[src/verilog/bfie_params.svh]
`ifndef BFIE_PARAMS_SVH
`define BFIE_PARAMS_SVH
`define BFIE_DATA_W 8
`define BFIE_REG_COUNT 32
`define BFIE_REG_IDX_W 5
`define BFIE_IO_ADDR_W 6
`define BFIE_BIT_IDX_W 3
`define BFIE_PROG_W 16
`define BFIE_ZPAIR_W 16
`define BFIE_R0_IDX 5'h00
`define BFIE_ZLO_IDX 5'h1E
`define BFIE_FLAG_C 3'h0
`define BFIE_FLAG_Z 3'h1
`define BFIE_FLAG_N 3'h2
`define BFIE_FLAG_V 3'h3
`define BFIE_FLAG_S 3'h4
`define BFIE_FLAG_H 3'h5
`define BFIE_FLAG_T 3'h6
`define BFIE_FLAG_I 3'h7
`define BFIE_STATUS_RESET 8'h00
`define BFIE_BIT_ONE 8'h01
`define BFIE_BYTE_ZERO 8'h00
`endif

[src/verilog/bfie_pkg.sv]
`default_nettype none
`include "bfie_params.svh"
package bfie_pkg;
  typedef enum logic [4:0] {
    BFIE_OP_NOP = 5'h00,
    BFIE_OP_MOVE = 5'h01,
    BFIE_OP_LOAD_IMM = 5'h02,
    BFIE_OP_IO_IN = 5'h03,
    BFIE_OP_IO_OUT = 5'h04,
    BFIE_OP_INDIRECT_FETCH = 5'h05,
    BFIE_OP_INDIRECT_WRITE = 5'h06,
    BFIE_OP_PROGRAM_MEMORY_FETCH = 5'h07,
    BFIE_OP_IO_BIT_SETTER = 5'h08,
    BFIE_OP_IO_BIT_CLEARER = 5'h09,
    BFIE_OP_ROTATE_LEFT_CARRY = 5'h0A,
    BFIE_OP_ROTATE_RIGHT_CARRY = 5'h0B,
    BFIE_OP_SHIFT_LEFT = 5'h0C,
    BFIE_OP_SHIFT_RIGHT = 5'h0D,
    BFIE_OP_SHIFT_RIGHT_SIGNED = 5'h0E,
    BFIE_OP_NIBBLE_SWAP = 5'h0F,
    BFIE_OP_REG_BIT_TO_TFLAG = 5'h10,
    BFIE_OP_TFLAG_TO_REG_BIT = 5'h11,
    BFIE_OP_FLAG_RAISE = 5'h12,
    BFIE_OP_FLAG_DROP = 5'h13,
    BFIE_OP_SLEEP = 5'h14,
    BFIE_OP_WATCHDOG_KICK = 5'h15
  } bfie_op_t;

  typedef enum logic [2:0] {
    BFIE_STATE_EXEC = 3'h1,
    BFIE_STATE_HOLD1 = 3'h2,
    BFIE_STATE_HOLD2 = 3'h4
  } bfie_state_t;

  typedef struct packed {
    bfie_state_t state;
    logic exValid;
    bfie_op_t exOp;
    logic [`BFIE_REG_IDX_W-1:0] exDst;
    logic [`BFIE_BIT_IDX_W-1:0] exBit;
    logic [`BFIE_DATA_W-1:0] exImm;
    logic [`BFIE_DATA_W-1:0] statusRegister;
    logic ready;
    logic ioRd;
    logic [`BFIE_IO_ADDR_W-1:0] ioRdAddr;
    logic ioWr;
    logic [`BFIE_IO_ADDR_W-1:0] ioWrAddr;
    logic [`BFIE_DATA_W-1:0] ioWrData;
    logic dataRd;
    logic dataWr;
    logic progRd;
    logic progHiByte;
    logic [`BFIE_DATA_W-1:0] progByte;
    logic sleepReq;
    logic wdtKick;
  } bfie_core_t;

  typedef struct packed {
    logic [`BFIE_DATA_W-1:0] rdA;
    logic [`BFIE_DATA_W-1:0] rdB;
    logic [`BFIE_ZPAIR_W-1:0] zPair;
  } bfie_rf_read_t;
endpackage : bfie_pkg
`default_nettype wire

[src/verilog/bfie_reg_file.sv]
`default_nettype none
`include "bfie_params.svh"
module bfie_reg_file #(
  parameter int DEPTH = `BFIE_REG_COUNT,
  parameter int AW = `BFIE_REG_IDX_W
) (
  // clock and reset
  input wire logic clk,
  input wire logic resetn,
  // write port
  input wire logic we,
  input wire logic [AW-1:0] waddr,
  input wire logic [`BFIE_DATA_W-1:0] wdata,
  // read ports, data one cycle after address
  input wire logic [AW-1:0] raddrA,
  input wire logic [AW-1:0] raddrB,
  output logic [`BFIE_DATA_W-1:0] rdataA,
  output logic [`BFIE_DATA_W-1:0] rdataB,
  output logic [`BFIE_ZPAIR_W-1:0] zPair
);
  logic [`BFIE_DATA_W-1:0] mem [DEPTH];
  bfie_pkg::bfie_rf_read_t r;
  bfie_pkg::bfie_rf_read_t next_r;
  localparam logic [AW-1:0] ZLO = `BFIE_ZLO_IDX;
  localparam logic [AW-1:0] ZHI = ZLO + 1'b1;

  // write-first forwarding so a write and a read of one register agree
  function automatic logic [`BFIE_DATA_W-1:0] fwd(input logic [AW-1:0] a);
    fwd = (we && waddr == a) ? wdata : mem[a];
  endfunction : fwd

  always_comb begin
    next_r.rdA = fwd(raddrA);
    next_r.rdB = fwd(raddrB);
    next_r.zPair = {fwd(ZHI), fwd(ZLO)};
  end

  always_ff @(posedge clk) begin
    if (we) begin
      mem[waddr] <= wdata;
    end
  end

  always_ff @(posedge clk or negedge resetn) begin
    if (!resetn) begin
      r <= '0;
    end else begin
      r <= next_r;
    end
  end

  assign rdataA = r.rdA;
  assign rdataB = r.rdB;
  assign zPair = r.zPair;
endmodule : bfie_reg_file
`default_nettype wire

[src/verilog/bfie_bit_unit.sv]
`default_nettype none
`include "bfie_params.svh"
module bfie_bit_unit (
  // operation
  input wire bfie_pkg::bfie_op_t op,
  input wire logic [`BFIE_DATA_W-1:0] value,
  input wire logic carryIn,
  input wire logic tFlag,
  input wire logic [`BFIE_BIT_IDX_W-1:0] bitSel,
  // result and flags
  output logic [`BFIE_DATA_W-1:0] result,
  output logic cOut,
  output logic zOut,
  output logic nOut,
  output logic vOut,
  output logic sOut
);
  always_comb begin
    result = value;
    cOut = carryIn;
    case (op)
      bfie_pkg::BFIE_OP_ROTATE_LEFT_CARRY: begin
        result = {value[`BFIE_DATA_W-2:0], carryIn};
        cOut = value[`BFIE_DATA_W-1];
      end
      bfie_pkg::BFIE_OP_ROTATE_RIGHT_CARRY: begin
        result = {carryIn, value[`BFIE_DATA_W-1:1]};
        cOut = value[0];
      end
      bfie_pkg::BFIE_OP_SHIFT_LEFT: begin
        result = {value[`BFIE_DATA_W-2:0], 1'b0};
        cOut = value[`BFIE_DATA_W-1];
      end
      bfie_pkg::BFIE_OP_SHIFT_RIGHT: begin
        result = {1'b0, value[`BFIE_DATA_W-1:1]};
        cOut = value[0];
      end
      bfie_pkg::BFIE_OP_SHIFT_RIGHT_SIGNED: begin
        result = {value[`BFIE_DATA_W-1], value[`BFIE_DATA_W-1:1]};
        cOut = value[0];
      end
      bfie_pkg::BFIE_OP_NIBBLE_SWAP: begin
        result = {value[3:0], value[7:4]};
      end
      bfie_pkg::BFIE_OP_TFLAG_TO_REG_BIT: begin
        result[bitSel] = tFlag;
      end
      default: begin
        result = value;
      end
    endcase
  end

  assign zOut = (result == `BFIE_BYTE_ZERO);
  assign nOut = result[`BFIE_DATA_W-1];
  assign vOut = nOut ^ cOut;
  assign sOut = nOut ^ vOut;
endmodule : bfie_bit_unit
`default_nettype wire

[src/verilog/bfie_exec.sv]
// Notes on behaviour
// - copy register bit into T, one clock
// - write T into register bit, one clock
// - set/clear I/O bit, two clocks, flags kept
// - rotate left through carry, update Z C N V
// - rotate right through carry, update Z C N V
// - raise overflow flag alone, one clock
// - drop overflow flag alone, one clock
// - raise half-carry flag alone, one clock
// - drop half-carry flag alone, one clock
// - raise signed-test flag alone, one clock
// - drop signed-test flag alone, one clock
// - sleep: one clock, flags kept, request sleep
// - watchdog kick: one clock, flags kept, restart timer
//
// Local design decisions: strobed register access and the placing of the registers.
`default_nettype none
`include "bfie_params.svh"
module bfie_exec (
  // clock and reset
  input wire logic clk,
  input wire logic resetn,
  // instruction issue
  input wire logic instrValid,
  input wire bfie_pkg::bfie_op_t instrOp,
  input wire logic [`BFIE_REG_IDX_W-1:0] instrDst,
  input wire logic [`BFIE_REG_IDX_W-1:0] instrSrc,
  input wire logic [`BFIE_BIT_IDX_W-1:0] instrBit,
  input wire logic [`BFIE_DATA_W-1:0] instrImm,
  input wire logic [`BFIE_IO_ADDR_W-1:0] instrIo,
  output logic instrReady,
  // i/o register bus
  output logic ioRd,
  output logic [`BFIE_IO_ADDR_W-1:0] ioRdAddr,
  input wire logic [`BFIE_DATA_W-1:0] ioRdData,
  output logic ioWr,
  output logic [`BFIE_IO_ADDR_W-1:0] ioWrAddr,
  output logic [`BFIE_DATA_W-1:0] ioWrData,
  // data memory
  output logic dataRd,
  output logic dataWr,
  output logic [`BFIE_ZPAIR_W-1:0] dataAddr,
  output logic [`BFIE_DATA_W-1:0] dataWrData,
  input wire logic [`BFIE_DATA_W-1:0] dataRdData,
  // program memory
  output logic progRd,
  output logic [`BFIE_ZPAIR_W-2:0] progAddr,
  input wire logic [`BFIE_PROG_W-1:0] progRdData,
  // system
  output logic [`BFIE_DATA_W-1:0] statusRegister,
  output logic sleepReq,
  output logic wdtKick
);
  bfie_pkg::bfie_core_t s;
  bfie_pkg::bfie_core_t next_s;
  logic take;
  logic rfWe;
  logic [`BFIE_REG_IDX_W-1:0] rfWaddr;
  logic [`BFIE_DATA_W-1:0] rfWdata;
  logic [`BFIE_DATA_W-1:0] rdA;
  logic [`BFIE_DATA_W-1:0] rdB;
  logic [`BFIE_ZPAIR_W-1:0] zPair;
  logic [`BFIE_DATA_W-1:0] unitResult;
  logic unitC;
  logic unitZ;
  logic unitN;
  logic unitV;
  logic unitS;
  logic [`BFIE_DATA_W-1:0] bitMask;

  assign take = instrValid && s.ready;
  assign bitMask = `BFIE_BIT_ONE << s.exBit;

  bfie_reg_file bfie_reg_file_inst (
    .clk(clk),
    .resetn(resetn),
    .we(rfWe),
    .waddr(rfWaddr),
    .wdata(rfWdata),
    .raddrA(instrDst),
    .raddrB(instrSrc),
    .rdataA(rdA),
    .rdataB(rdB),
    .zPair(zPair)
  );

  bfie_bit_unit bfie_bit_unit_inst (
    .op(s.exOp),
    .value(rdA),
    .carryIn(s.statusRegister[`BFIE_FLAG_C]),
    .tFlag(s.statusRegister[`BFIE_FLAG_T]),
    .bitSel(s.exBit),
    .result(unitResult),
    .cOut(unitC),
    .zOut(unitZ),
    .nOut(unitN),
    .vOut(unitV),
    .sOut(unitS)
  );

  always_comb begin
    next_s = s;
    next_s.ioRd = 1'b0;
    next_s.ioWr = 1'b0;
    next_s.dataRd = 1'b0;
    next_s.dataWr = 1'b0;
    next_s.progRd = 1'b0;
    next_s.sleepReq = 1'b0;
    next_s.wdtKick = 1'b0;
    rfWe = 1'b0;
    rfWaddr = s.exDst;
    rfWdata = unitResult;
    unique case (s.state)
      bfie_pkg::BFIE_STATE_EXEC: begin
        next_s.exValid = 1'b0;
        if (s.exValid) begin
          case (s.exOp)
            bfie_pkg::BFIE_OP_MOVE: begin
              rfWe = 1'b1;
              rfWdata = rdB;
            end
            bfie_pkg::BFIE_OP_LOAD_IMM: begin
              rfWe = 1'b1;
              rfWdata = s.exImm;
            end
            bfie_pkg::BFIE_OP_IO_IN: begin
              rfWe = 1'b1;
              rfWdata = ioRdData;
            end
            bfie_pkg::BFIE_OP_IO_OUT: begin
              next_s.ioWr = 1'b1;
              next_s.ioWrAddr = s.ioRdAddr;
              next_s.ioWrData = rdB;
            end
            bfie_pkg::BFIE_OP_INDIRECT_FETCH,
            bfie_pkg::BFIE_OP_INDIRECT_WRITE: begin
              next_s.state = bfie_pkg::BFIE_STATE_HOLD1;
              next_s.ready = 1'b1;
            end
            bfie_pkg::BFIE_OP_PROGRAM_MEMORY_FETCH: begin
              next_s.state = bfie_pkg::BFIE_STATE_HOLD1;
              next_s.progHiByte = zPair[0];
            end
            bfie_pkg::BFIE_OP_IO_BIT_SETTER: begin
              next_s.ioWr = 1'b1;
              next_s.ioWrAddr = s.ioRdAddr;
              next_s.ioWrData = ioRdData | bitMask;
              next_s.state = bfie_pkg::BFIE_STATE_HOLD1;
              next_s.ready = 1'b1;
            end
            bfie_pkg::BFIE_OP_IO_BIT_CLEARER: begin
              next_s.ioWr = 1'b1;
              next_s.ioWrAddr = s.ioRdAddr;
              next_s.ioWrData = ioRdData & ~bitMask;
              next_s.state = bfie_pkg::BFIE_STATE_HOLD1;
              next_s.ready = 1'b1;
            end
            bfie_pkg::BFIE_OP_ROTATE_LEFT_CARRY,
            bfie_pkg::BFIE_OP_ROTATE_RIGHT_CARRY,
            bfie_pkg::BFIE_OP_SHIFT_LEFT,
            bfie_pkg::BFIE_OP_SHIFT_RIGHT,
            bfie_pkg::BFIE_OP_SHIFT_RIGHT_SIGNED: begin
              rfWe = 1'b1;
              next_s.statusRegister[`BFIE_FLAG_C] = unitC;
              next_s.statusRegister[`BFIE_FLAG_Z] = unitZ;
              next_s.statusRegister[`BFIE_FLAG_N] = unitN;
              next_s.statusRegister[`BFIE_FLAG_V] = unitV;
              next_s.statusRegister[`BFIE_FLAG_S] = unitS;
            end
            bfie_pkg::BFIE_OP_NIBBLE_SWAP,
            bfie_pkg::BFIE_OP_TFLAG_TO_REG_BIT: begin
              rfWe = 1'b1;
            end
            bfie_pkg::BFIE_OP_REG_BIT_TO_TFLAG: begin
              next_s.statusRegister[`BFIE_FLAG_T] = rdA[s.exBit];
            end
            bfie_pkg::BFIE_OP_FLAG_RAISE: begin
              next_s.statusRegister[s.exBit] = 1'b1;
            end
            bfie_pkg::BFIE_OP_FLAG_DROP: begin
              next_s.statusRegister[s.exBit] = 1'b0;
            end
            default: begin
              rfWe = 1'b0;
            end
          endcase
        end
      end
      bfie_pkg::BFIE_STATE_HOLD1: begin
        next_s.exValid = 1'b0;
        next_s.state = bfie_pkg::BFIE_STATE_EXEC;
        if (s.exOp == bfie_pkg::BFIE_OP_INDIRECT_FETCH) begin
          rfWe = 1'b1;
          rfWdata = dataRdData;
        end
        if (s.exOp == bfie_pkg::BFIE_OP_PROGRAM_MEMORY_FETCH) begin
          next_s.progByte = s.progHiByte ? progRdData[`BFIE_PROG_W-1:`BFIE_DATA_W] :
                            progRdData[`BFIE_DATA_W-1:0];
          next_s.state = bfie_pkg::BFIE_STATE_HOLD2;
          next_s.ready = 1'b1;
        end
      end
      bfie_pkg::BFIE_STATE_HOLD2: begin
        rfWe = 1'b1;
        rfWaddr = `BFIE_R0_IDX;
        rfWdata = s.progByte;
        next_s.exValid = 1'b0;
        next_s.state = bfie_pkg::BFIE_STATE_EXEC;
      end
    endcase
    if (take) begin
      next_s.state = bfie_pkg::BFIE_STATE_EXEC;
      next_s.exValid = 1'b1;
      next_s.exOp = instrOp;
      next_s.exDst = instrDst;
      next_s.exBit = instrBit;
      next_s.exImm = instrImm;
      next_s.ioRdAddr = instrIo;
      next_s.ready = !(instrOp inside {bfie_pkg::BFIE_OP_INDIRECT_FETCH,
                                       bfie_pkg::BFIE_OP_INDIRECT_WRITE,
                                       bfie_pkg::BFIE_OP_PROGRAM_MEMORY_FETCH,
                                       bfie_pkg::BFIE_OP_IO_BIT_SETTER,
                                       bfie_pkg::BFIE_OP_IO_BIT_CLEARER});
      next_s.ioRd = instrOp inside {bfie_pkg::BFIE_OP_IO_IN,
                                    bfie_pkg::BFIE_OP_IO_BIT_SETTER,
                                    bfie_pkg::BFIE_OP_IO_BIT_CLEARER};
      next_s.dataRd = (instrOp == bfie_pkg::BFIE_OP_INDIRECT_FETCH);
      next_s.dataWr = (instrOp == bfie_pkg::BFIE_OP_INDIRECT_WRITE);
      next_s.progRd = (instrOp == bfie_pkg::BFIE_OP_PROGRAM_MEMORY_FETCH);
      next_s.sleepReq = (instrOp == bfie_pkg::BFIE_OP_SLEEP);
      next_s.wdtKick = (instrOp == bfie_pkg::BFIE_OP_WATCHDOG_KICK);
    end
  end

  always_ff @(posedge clk or negedge resetn) begin
    if (!resetn) begin
      s <= '0;
      s.state <= bfie_pkg::BFIE_STATE_EXEC;
      s.ready <= 1'b1;
      s.statusRegister <= `BFIE_STATUS_RESET;
    end else begin
      s <= next_s;
    end
  end

  assign instrReady = s.ready;
  assign ioRd = s.ioRd;
  assign ioRdAddr = s.ioRdAddr;
  assign ioWr = s.ioWr;
  assign ioWrAddr = s.ioWrAddr;
  assign ioWrData = s.ioWrData;
  assign dataRd = s.dataRd;
  assign dataWr = s.dataWr;
  assign dataAddr = zPair;
  assign dataWrData = rdB;
  assign progRd = s.progRd;
  assign progAddr = zPair[`BFIE_ZPAIR_W-1:1];
  assign statusRegister = s.statusRegister;
  assign sleepReq = s.sleepReq;
  assign wdtKick = s.wdtKick;

  // checking helpers
  logic execNow;
  logic selBit;
  logic [`BFIE_DATA_W-1:0] tExpect;
  logic [`BFIE_DATA_W-1:0] raiseExpect;
  logic [`BFIE_DATA_W-1:0] dropExpect;
  assign execNow = s.exValid && (s.state == bfie_pkg::BFIE_STATE_EXEC);
  assign selBit = rdA[s.exBit];
  always_comb begin
    tExpect = s.statusRegister;
    tExpect[`BFIE_FLAG_T] = selBit;
  end
  assign raiseExpect = s.statusRegister | bitMask;
  assign dropExpect = s.statusRegister & ~bitMask;
endmodule : bfie_exec
`default_nettype wire

[config.mk]
export PLATFORM = sky130hd
export DESIGN_NAME = bfie_exec
export DESIGN_NICKNAME = d
export VERILOG_FILES = /design/src/verilog/bfie_pkg.sv /design/src/verilog/bfie_reg_file.sv /design/src/verilog/bfie_bit_unit.sv /design/src/verilog/bfie_exec.sv
export VERILOG_INCLUDE_DIRS = /design/src /design/src/verilog
export SDC_FILE = /design/constraint.sdc
export NUM_CORES = 1
export LEC_CHECK = 0
export BUFFER_PORTS_ARGS = -buffer_cell sky130_fd_sc_hd__buf_4
export CORE_ASPECT_RATIO = 1.75
export CORE_MARGIN = 5
export CORE_UTILIZATION = 45
export CTS_BUF_LIST = sky130_fd_sc_hd__clkbuf_8
export DETAILED_ROUTE_END_ITERATION = 10
export PLACE_DENSITY = 0.73
export SLEW_MARGIN = 20
export SYNTH_ARGS = -nofsm -noshare
export SYNTH_HDL_FRONTEND = slang
export SYNTH_HIERARCHICAL = 1
export SYNTH_SLANG_ARGS = --single-unit
export TNS_END_PERCENT = 5
[constraint.sdc]
create_clock -name clk -period 3.4 [get_ports clk]
set_input_delay 0.34 -clock clk [delete_from_list [all_inputs] [get_ports clk]]
set_output_delay 0.34 -clock clk [all_outputs]
set_load 0.005 [all_outputs]
Word-level counts from Yosys, hierarchy flattened
Memories as Yosys holds them, arrays and structs flattened. A register that Yosys moved wholly into a read port is not among the register bits.
Cells that the tools add are included.

storage, ports and cells
  register bits = 70
  input port bits = 67
  memories kept = 1
  output and inout port bits = 75
  memory bits (writable) = 256
  word-level logic and storage cells = 135

memory list
  name                    words  width  read ports  clocked after memory_dff  write ports  RTL line             RTL
  bfie_reg_file_inst.mem  32     8      4           4                         1            bfie_reg_file.sv:21  logic [`BFIE_DATA_W-1:0] mem [DEPTH];

operators by class
  order comparisons = 2
  shift operators = 1
  reductions and logical operators = 29
  equality and inequality tests = 34
  bitwise logic cells = 8
  mux-type cells = 38

operators by type and width
  operator                                                                count
  8-bit one-hot mux with 7 select lines                                   1
  5-bit by 4-bit equality test with 1-bit output (second input constant)  10
  8-bit one-hot mux with 3 select lines                                   2
  15-bit one-hot mux with 3 select lines                                  1
  5-bit by 3-bit equality test with 1-bit output (second input constant)  7
  8-bit two-way mux                                                       4
  5-bit equality test (second input constant)                             6
  15-bit two-way mux                                                      2
  25-bit two-way mux                                                      1
  8-bit AND                                                               2
  8-bit inverter                                                          2
  8-bit OR                                                                2
  5-bit by 2-bit equality test with 1-bit output (second input constant)  3
  5-bit one-hot mux with 3 select lines                                   1
  3-bit AND reduction                                                     5
  3-bit nonzero test                                                      5
  3-bit two-way mux                                                       4
  3-bit inequality test (second input constant)                           4
  4-bit one-hot mux with 3 select lines                                   1
  1-bit two-way mux                                                       10
  10-bit OR reduction                                                     1
  5-bit OR reduction                                                      2
  8-bit bitwise mux                                                       1
  8-bit zero test                                                         1
  23 further kinds                                                        34

Depth between registers and ports, before layout
Gate-level depths: netlist of the first run.

  word-level depth = 9
  depth in mapped cells = 12
  mapped depth without buffers = 9

Modules after synthesis
Netlist of the first run, hierarchy kept.

modules (own cells, without submodules)
  module         cells an instance  area an instance (um^2)  seq. area each (um^2)  instances
  bfie_reg_file  838                13807.0                  8488.1                 1
  bfie_exec      391                4161.5                   1754.2                 1
  bfie_bit_unit  102                739.5                    0.0                    1

Worst setup path after synthesis of the first run
OpenSTA, ideal clock, no wires.

  kind = register -> register
  start = reg s[65] (netlist name)
  end = mem bfie_reg_file_inst/mem[0][1] (netlist name), data pin
  path slack = 0.168 ns
  cell stages (with the launch flop) = 10
  buffers on the path = 2
  data required time = 2.985 ns
  library setup time = 0.415 ns
  period minus slack after synthesis = 3.232 ns
  arrival = 2.817 ns
  cell sequence = dfrtp_1 nand4bb_1 nand2b_1 buf_2 nand2_1 clkbuf_1 nor2_1 a21oi_1 mux2i_1 o221ai_1

on the way
  longest elaborated chain between the ends = 5
  elaborated cells on any way between the ends = 16
  classes of those cells = 11 x eq/ne; 5 x mux

ends and longest elaborated chain
  what                                                                                   RTL line             RTL
  start, declared                                                                        bfie_exec.sv:54      bfie_pkg::bfie_core_t s;
  start signal, assigned                                                                 bfie_exec.sv:242     s <= next_s;
  5-bit equality test or 5-bit by 4-bit equality test with 1-bit output (tied branches)  bfie_bit_unit.sv:21  case (op)
  8-bit one-hot mux with 7 select lines *                                                bfie_bit_unit.sv:21
  net unitResult[1]                                                                      bfie_exec.sv:63      logic [`BFIE_DATA_W-1:0] unitResult;
  8-bit one-hot mux with 3 select lines                                                  bfie_exec.sv:117     case (s.exOp)
  8-bit two-way mux                                                                      bfie_exec.sv:116     if (s.exValid) begin
  8-bit one-hot mux with 3 select lines *                                                bfie_exec.sv:113     unique case (s.state)
  net rfWdata[1]                                                                         bfie_exec.sv:59      logic [`BFIE_DATA_W-1:0] rfWdata;
  end, declared                                                                          bfie_reg_file.sv:21

The timed path passes the listed nets; every way through them passes the cells marked *.

==> impl_results.md, run 1 <==
- Width of the die: 164 µm
- PD cells: 697 mW/mm²
- CP max-delay cell: a221o_1
- Clock skew: 0.0247 ns
- Clk pwr share: 23.3%
- GP Congestion: 0.984
- Crit path cell chain: nand4bb_1 > nand2b_1 > nand2_1 > o21ai_0 > a221o_1 > mux2i_1 > o221ai_2 > buf_4 > mux2_2
- Outcome: completed
- Layout area overhead: 15.3%
- Clock net sink count: 358
- Vias in the first global route: 13300
- Worst path top cell family by delay: simple AND/OR/NAND/NOR gates
- Sw Share: 34.8%
- HP Start: progRdData[12]
- Gr usage total: 23.6%
- Total wire length: 54700 µm
- Final setup fails: 0
- Mapped Cells: 1331
- Post-route ant nets: 0
- Post-synth cell types: 79
- DR vias/cell: 6.07
- Ys flop type: edfxtp_1
- Share of layout cells above drive strength 1: 28.8%
- WHS: 0.0154 ns
- DR DRC count: 0
- Worst r2r dst: bfie_reg_file_inst/zPair[7]
- Vias: 12600
- Routed WL per cell: 26.3 µm
- CP startpoint kind: register
- DRT iter0 DRCs: 942
- Pins Over Slew Limit: 0
- Port Buffers: 141
- CTS H-tree lvls: 2
- Unrepaired setup endpoints after global routing: false
- Initial Util: 45.2%
- Max VDD drop: 0.375 mV
- TritonCTS clock tree: yes
- Synth async-reset ratio: 28.5%
- Flop pwr share: 43.0%
- Row count: 99
- WHS Path Cells: 3
- Root buf cell: clkbuf_8
- Commonest non-fill, non-tap cell in the layout: edfxtp_1
- Rel. slew slack: 24.0%
- Post-synth EDFFs: 256
- Synth Cell Area: 0.0187 mm²
- Drt first pass iters: 7
- Post-route setup TNS: 0 ns
- Internal power: 9800 µW
- Crit path capture type: register
- Synth Register Bits: 358
- Leak pwr: 0.00804 µW
- IO Count: 142
- WP buf/inv: 1
- Critical Path RT: 3.90 ns
- Crit-path max FO: 36
- Critical path class: reg -> reg
- Max Cap Viol: 0
- Num CTS Buffers: 49
- First-pass GRT wire length: 81300 µm
- Largest net degree at the start of global routing: 69
- Tightest Hold Check Type: in -> reg
- DIE HEIGHT: 280 µm
- Seq/Total Area, Yosys: 54.7%
- CTS clk-pin slew, worst paths: 0.07 ns
- Nets: 1555
- R2R cell count: 9
- Final HPWL DP: 39000 µm
- Logic pwr share: 33.7%
- Final Hold Fails: 0
- Core ar.: 0.0414 mm²
- Die ar.: 0.0459 mm²
- Commonest cells after routing, fill and taps aside: edfxtp_1 (256), buf_4 (218), mux2i_1 (167)
- Antenna violations before repair: 1
- Grt total ovfl: 0
- Syn_area_per_cell: 14.1 µm²
- Synthesis warning total: 6
- Largest stage delay on the critical path: 0.44 ns
- Period minus WS final: 3.17 ns
- Final Cycle Share: 93.4%
- Worst Path Arrival: 3.67 ns
- Longest Clk Path Bufs: 3
- Worst-Margin Slew: 1.14 ns
- Hold Path End: s[6]
- Clk_lat worst skew: 0.61 ns
- R2r setup slk: 0.23 ns
- P_sw: 5230 µW
- Post-synth net total: 1398
- Max Clock Freq: 0.315 GHz
- Critical R2R Launch: s[63]
## final cells by class
cell class | count | area [µm²]
fill | 3528 | 19800
sequential | 358 | 10200
antenna | 1 | 2.50
clock buffer | 54 | 743
inverter | 8 | 30.0
multi-input combinational | 821 | 7520
tap | 555 | 694
clock inverter | 34 | 289
timing repair buffer | 250 | 2050
## state kept, by name, summed over array words and instances (netlist names), 6 cells and up, named ones only
name / cells
bfie_reg_file_inst/mem: 256
s: 34
bfie_reg_file_inst/zPair: 16
bfie_reg_file_inst/rdataA: 8
bfie_reg_file_inst/rdataB: 8
ioWrData: 8
ioRdAddr: 6
ioWrAddr: 6
statusRegister: 6
## what timing repair did
item | 4_1_cts | 5_1_grt
hold buffers | 23 | 0
endpoints found under the setup margin | 0 | 9
hold endpoints to repair | 56 | 0
buffers inserted | 0 | 0
gates resized for setup | 0 | 2
## kinds of logic after synthesis
logic type | share of synthesized area (%)
DFF | 54.7
muxes | 22.0
and+or+nand+nor | 8.07
AOI/OAI and AO/OA | 9.30
buffers and inverters | 5.25
xor gates and xnor gates | 0.655
## per-layer routing
| metal | wire (µm) | part of all wire, % | vias to the layer above | GRT usage (%) |
|---|---|---|---|---|
| li1 | - | - | 5538 | - |
| met1 | 18200 | 33 | 6354 | 24.5 |
| met2 | 29600 | 54 | 554 | 43.3 |
| met3 | 3000 | 5.5 | 181 | 3.28 |
| met4 | 4020 | 7.3 | 0 | 15.7 |
| met5 | 0 | 0 | - | 0 |
## tightest hold or removal path: stages
cell	delay [ns]
buf_4	0.08
mux2i_1	0.05
o21ai_1	0.11
## worst max-delay path by stage
| stage | startpoint | to | slack (ns) | cells past startpoint |
|---|---|---|---|---|
| floorplan | s[65] | bfie_reg_file_inst/mem[0][1] | 0.17 | 9 |
| global route | s[63] | bfie_reg_file_inst/zPair[7] | 0.11 | 9 |
| detailed placement | s[62] | bfie_reg_file_inst/mem[21][1] | 0.25 | 7 |
| global placement | s[63] | bfie_reg_file_inst/zPair[7] | 0.36 | 9 |
| finish | s[63] | bfie_reg_file_inst/zPair[7] | 0.23 | 9 |
| CTS | s[62] | bfie_reg_file_inst/mem[21][2] | 0.25 | 7 |
## metrics by stage
stage / worst slack [ns] / instance area (µm²) / cells / power, µW / util [%]
floorplan: 0.168 / 18700 / 1331 / 9510 / -
global placement: 0.358 / 20300 / 1969 / 11400 / 49.1
detailed placement: 0.249 / 20300 / 1969 / 11500 / 49.1
CTS: 0.246 / 21600 / 2080 / 15000 / 52.1
global route: 0.109 / 21600 / 2081 / 15600 / 52.1
finish: 0.226 / 21600 / 2081 / 15000 / 52.1
## Yosys cell counts (all sizes together) (12+ instances only)
master    n  share of area, %
mux4     63               8.0
xor2     12              0.56
edfxtp  256                41
nand2    57               1.1
a21oi    18              0.48
nor2     62               1.3
clkbuf   32              0.64
nand2b   25              0.84
nor3b    12              0.54
mux2i   167               8.9
buf     112               4.4
dfrtp   100                13
o22ai    21              0.70
nand3b   16              0.64
nor2b    26              0.87
mux2     83               5.0
o21ai    26              0.70
o31ai    14              0.56
a221oi   41               2.0
a22o     24               1.2
nand3    16              0.49
a211oi   17              0.68
## power groups by stage
stage	Sequential (µW)	Combinational [µW]	Clock (µW)
6_report	6460	5060	3500
5_1_grt	6510	5390	3730
4_1_cts	6450	5020	3560
3_5_place_dp	6540	4980	0
3_3_place_gp	6510	4870	0
2_1_floorplan	6450	3060	0
Power figures use the tool's default switching activity.
==> inputs of run 2 (changes only) <==
- BUFFER_PORTS_ARGS: -buffer_cell sky130_fd_sc_hd__buf_4 -> unset
- DONT_BUFFER_PORTS: unset -> 1
- PLACE_DENSITY: 0.73 -> 0.7
==> impl_results.md, run 2 (same netlist as run 1, synthesis figures left out) <==
- DR vias/cell: 6.18 (+1.9%)
- Critical Path RT: 3.90 ns (about the same)
- Logic pwr share: 32.6% (-1.1 points)
- Layout area overhead: 10.6%
- HP Start: ioRdData[2]
- Rel. slew slack: 32.4% (+8.3 points)
- Critical R2R Launch: s[65]
- Num CTS Buffers: 49 (unchanged)
- Worst r2r dst: bfie_reg_file_inst/rdataB[1]
- Worst path top cell family by delay: compound AO/OA/AOI/OAI gates
- Unrepaired setup endpoints after global routing: false
- CTS H-tree lvls: 2 (unchanged)
- Port Buffers: 0 (-100%)
- DR DRC count: 0 (unchanged)
- Final Hold Fails: 0 (unchanged)
- Vias: 12200 (-3.4%)
- CP max-delay cell: dfrtp_1
- Critical path class: reg -> reg
- First-pass GRT wire length: 79600 µm (-2.2%)
- Design Area, Final: 0.0207 mm² (-4.1%)
- Grt total ovfl: 0 (unchanged)
- Final setup fails: 0 (unchanged)
- Clk pwr share: 21.8% (-1.5 points)
- Pins Over Slew Limit: 0 (unchanged)
- CP startpoint kind: register
- Max Cap Viol: 0 (unchanged)
- Clock net sink count: 358 (unchanged)
- Core ar.: 0.0414 mm² (unchanged)
- Longest Clk Path Bufs: 3 (unchanged)
- Internal power: 9360 µW (-4.5%)
- Hold Path End: ioWrData[2]
- Sw Share: 35.2% (+0.41 points)
- Outcome: completed
- Register area: 0.0102 mm² (about the same)
- Fin cells: 1974 (-5.1%)
- PD cells: 698 mW/mm² (+0.14%)
- Initial Util: 45.2% (unchanged)
- Post-route setup TNS: 0 ns (unchanged)
- Clock skew: 0.0454 ns (+0.0206 ns)
- Total power: 14400 µW (-3.9%)
- Share of layout cells above drive strength 1: 21.0% (-7.8 points)
- Root buf cell: clkbuf_8
- Commonest cells after routing, fill and taps aside: edfxtp_1 (256), mux2i_1 (167), dfrtp_1 (100)
- Total wire length: 54200 µm (-0.95%)
- Final Cycle Share: 92.5% (-0.83 points)
- Post-route ant nets: 0 (unchanged)
- Max Clock Freq: 0.318 GHz (+0.90%)
- Clk_lat worst skew: 0.62 ns (about the same)
- Routed WL per cell: 27.5 µm (+4.4%)
- Period minus WS final: 3.15 ns (-0.0283 ns)
- Flop pwr share: 45.5% (+2.5 points)
- Worst Path Arrival: 3.65 ns (-0.02 ns)
- Final HPWL DP: 37900 µm (-2.7%)
- Dpl cell area: 0.0192 mm² (-5.5%)
- DRT iter0 DRCs: 995 (+5.6%)
- Antenna violations before repair: 2 (+1)
- Crit path capture type: register
- Tightest Hold Check Type: in -> reg
- Largest net degree at the start of global routing: 103 (+49%)
- Drt first pass iters: 5 (-2)
- DIE HEIGHT: 280 µm (unchanged)
- R2r setup slk: 0.25 ns (+0.03 ns)
- Max VDD drop: 0.413 mV (+10%)
- Crit path cell chain: nor3b_1 > and2_1 > buf_4 > a21oi_1 > a21oi_1 > mux2i_1 > o221ai_2 > buf_12 > nand2_1 > o31ai_1
- TritonCTS clock tree: yes
- Die ar.: 0.0459 mm² (unchanged)
- Most frequent CP cell: a21oi_1
- Largest stage delay on the critical path: 0.59 ns (+0.15 ns)
- WHS Path Cells: 3 (unchanged)
- Max reg flops: 256 (unchanged)
- Worst-Margin Slew: 1.01 ns (-0.127 ns)
- # fillers: 3513 (-0.43%)
- Largest reg by FF count: bfie_reg_file_inst/mem
- Final core occ: 50.0% (-2.1 points)
- R2R cell count: 10 (+1)
- Commonest non-fill, non-tap cell in the layout: edfxtp_1
- Crit-path max FO: 36 (unchanged)
- Multi-input gate area: 0.00753 mm² (+0.12%)
- WP buf/inv: 2 (+1)
- Row count: 99 (unchanged)
- Gr usage total: 23.3% (-0.31 points)
- Vias in the first global route: 12800 (-3.8%)
- IO Count: 142 (unchanged)
- Placed instance count: 1826 (-7.3%)
- Nets: 1443 (-7.2%)
- Leak pwr: 0.00745 µW (-7.3%)
- P_sw: 5080 µW (-2.8%)
- GP Congestion: 0.976 (-0.78%)
- Width of the die: 164 µm (unchanged)
- CP startpoint: s[65]
- CTS clk-pin slew, worst paths: 0.08 ns (about the same)
==> run 2: changes by cell type in the layout (fill, tap and decap cells not counted), moves of 2 or more <==
cell / delta
buf_12: -3
buf_4: -140
bufinv_16: -4
clkbuf_8: -2
clkinv_1: -3
clkinv_2: +5
clkinvlp_4: +3
dlygate4sd3_1: +30
inv_1: +6
==> run 2: per-layer routing <==
layer | GRT usage, % | vias to the layer above | wire length, µm
li1 | - | 5318 | -
met1 | 22.2 | 6124 | 16800
met2 | 43.0 | 567 | 29300
met3 | 4.03 | 191 | 3210
met4 | 18.2 | 0 | 4890
met5 | 0 | - | 0
==> run 2: final cells by class <==
cell class	count	share of cell area (%)
diodes	2	0.0242
flip-flops and latches	358	49.5
multi-input cells	821	36.4
inverters	8	0.145
clock inverters	40	1.03
well taps	555	3.36
clock buffers	52	3.46
repair buffers	138	6.11
==> run 2: worst min-delay path, delay by kind of cell <==
kind	cells	cell delay [ns]
AO/OA/AOI/OAI	1	0.12
AND/OR/NAND/NOR	1	0.09
multiplexers	1	0.05
==> run 2: worst max path at each step <==
stage / slack [ns] / endpoint / depth (start not counted)
global route: 0.09 / bfie_reg_file_inst/rdataA[3] / 9
floorplan: 0.17 / bfie_reg_file_inst/mem[0][1] / 9
global placement: 0.17 / bfie_reg_file_inst/rdataA[3] / 9
CTS: 0.1 / bfie_reg_file_inst/rdataA[3] / 9
finish: 0.25 / bfie_reg_file_inst/rdataB[1] / 10
detailed placement: 0.13 / bfie_reg_file_inst/rdataA[3] / 9
==> run 2: power by group through the flow <==
stage                     clock (µW)  sequential (µW)  combinational [µW]
after floorplan                    0             6450                3060
after global placement             0             6640                4430
after detailed placement           0             6650                4540
after CTS                       3190             6560                4660
after global routing            3370             6640                5030
final                           3150             6580                4710
==> run 2: per-stage QoR <==
stage,hold WS [ns],setup slack (ns)
finish,0.0203,0.254
detailed placement,0.0470,0.134
global placement,0.0468,0.168
floorplan,0.0444,0.168
global route,0.0326,0.0884
CTS,0.00498,0.0975
==> run 2: what timing repair did <==
action	CTS	global route
buffers inserted	0	0
endpoints found under the setup margin	0	18
resized for setup	0	1
hold endpoints to repair	151	0
hold buffers	54	0
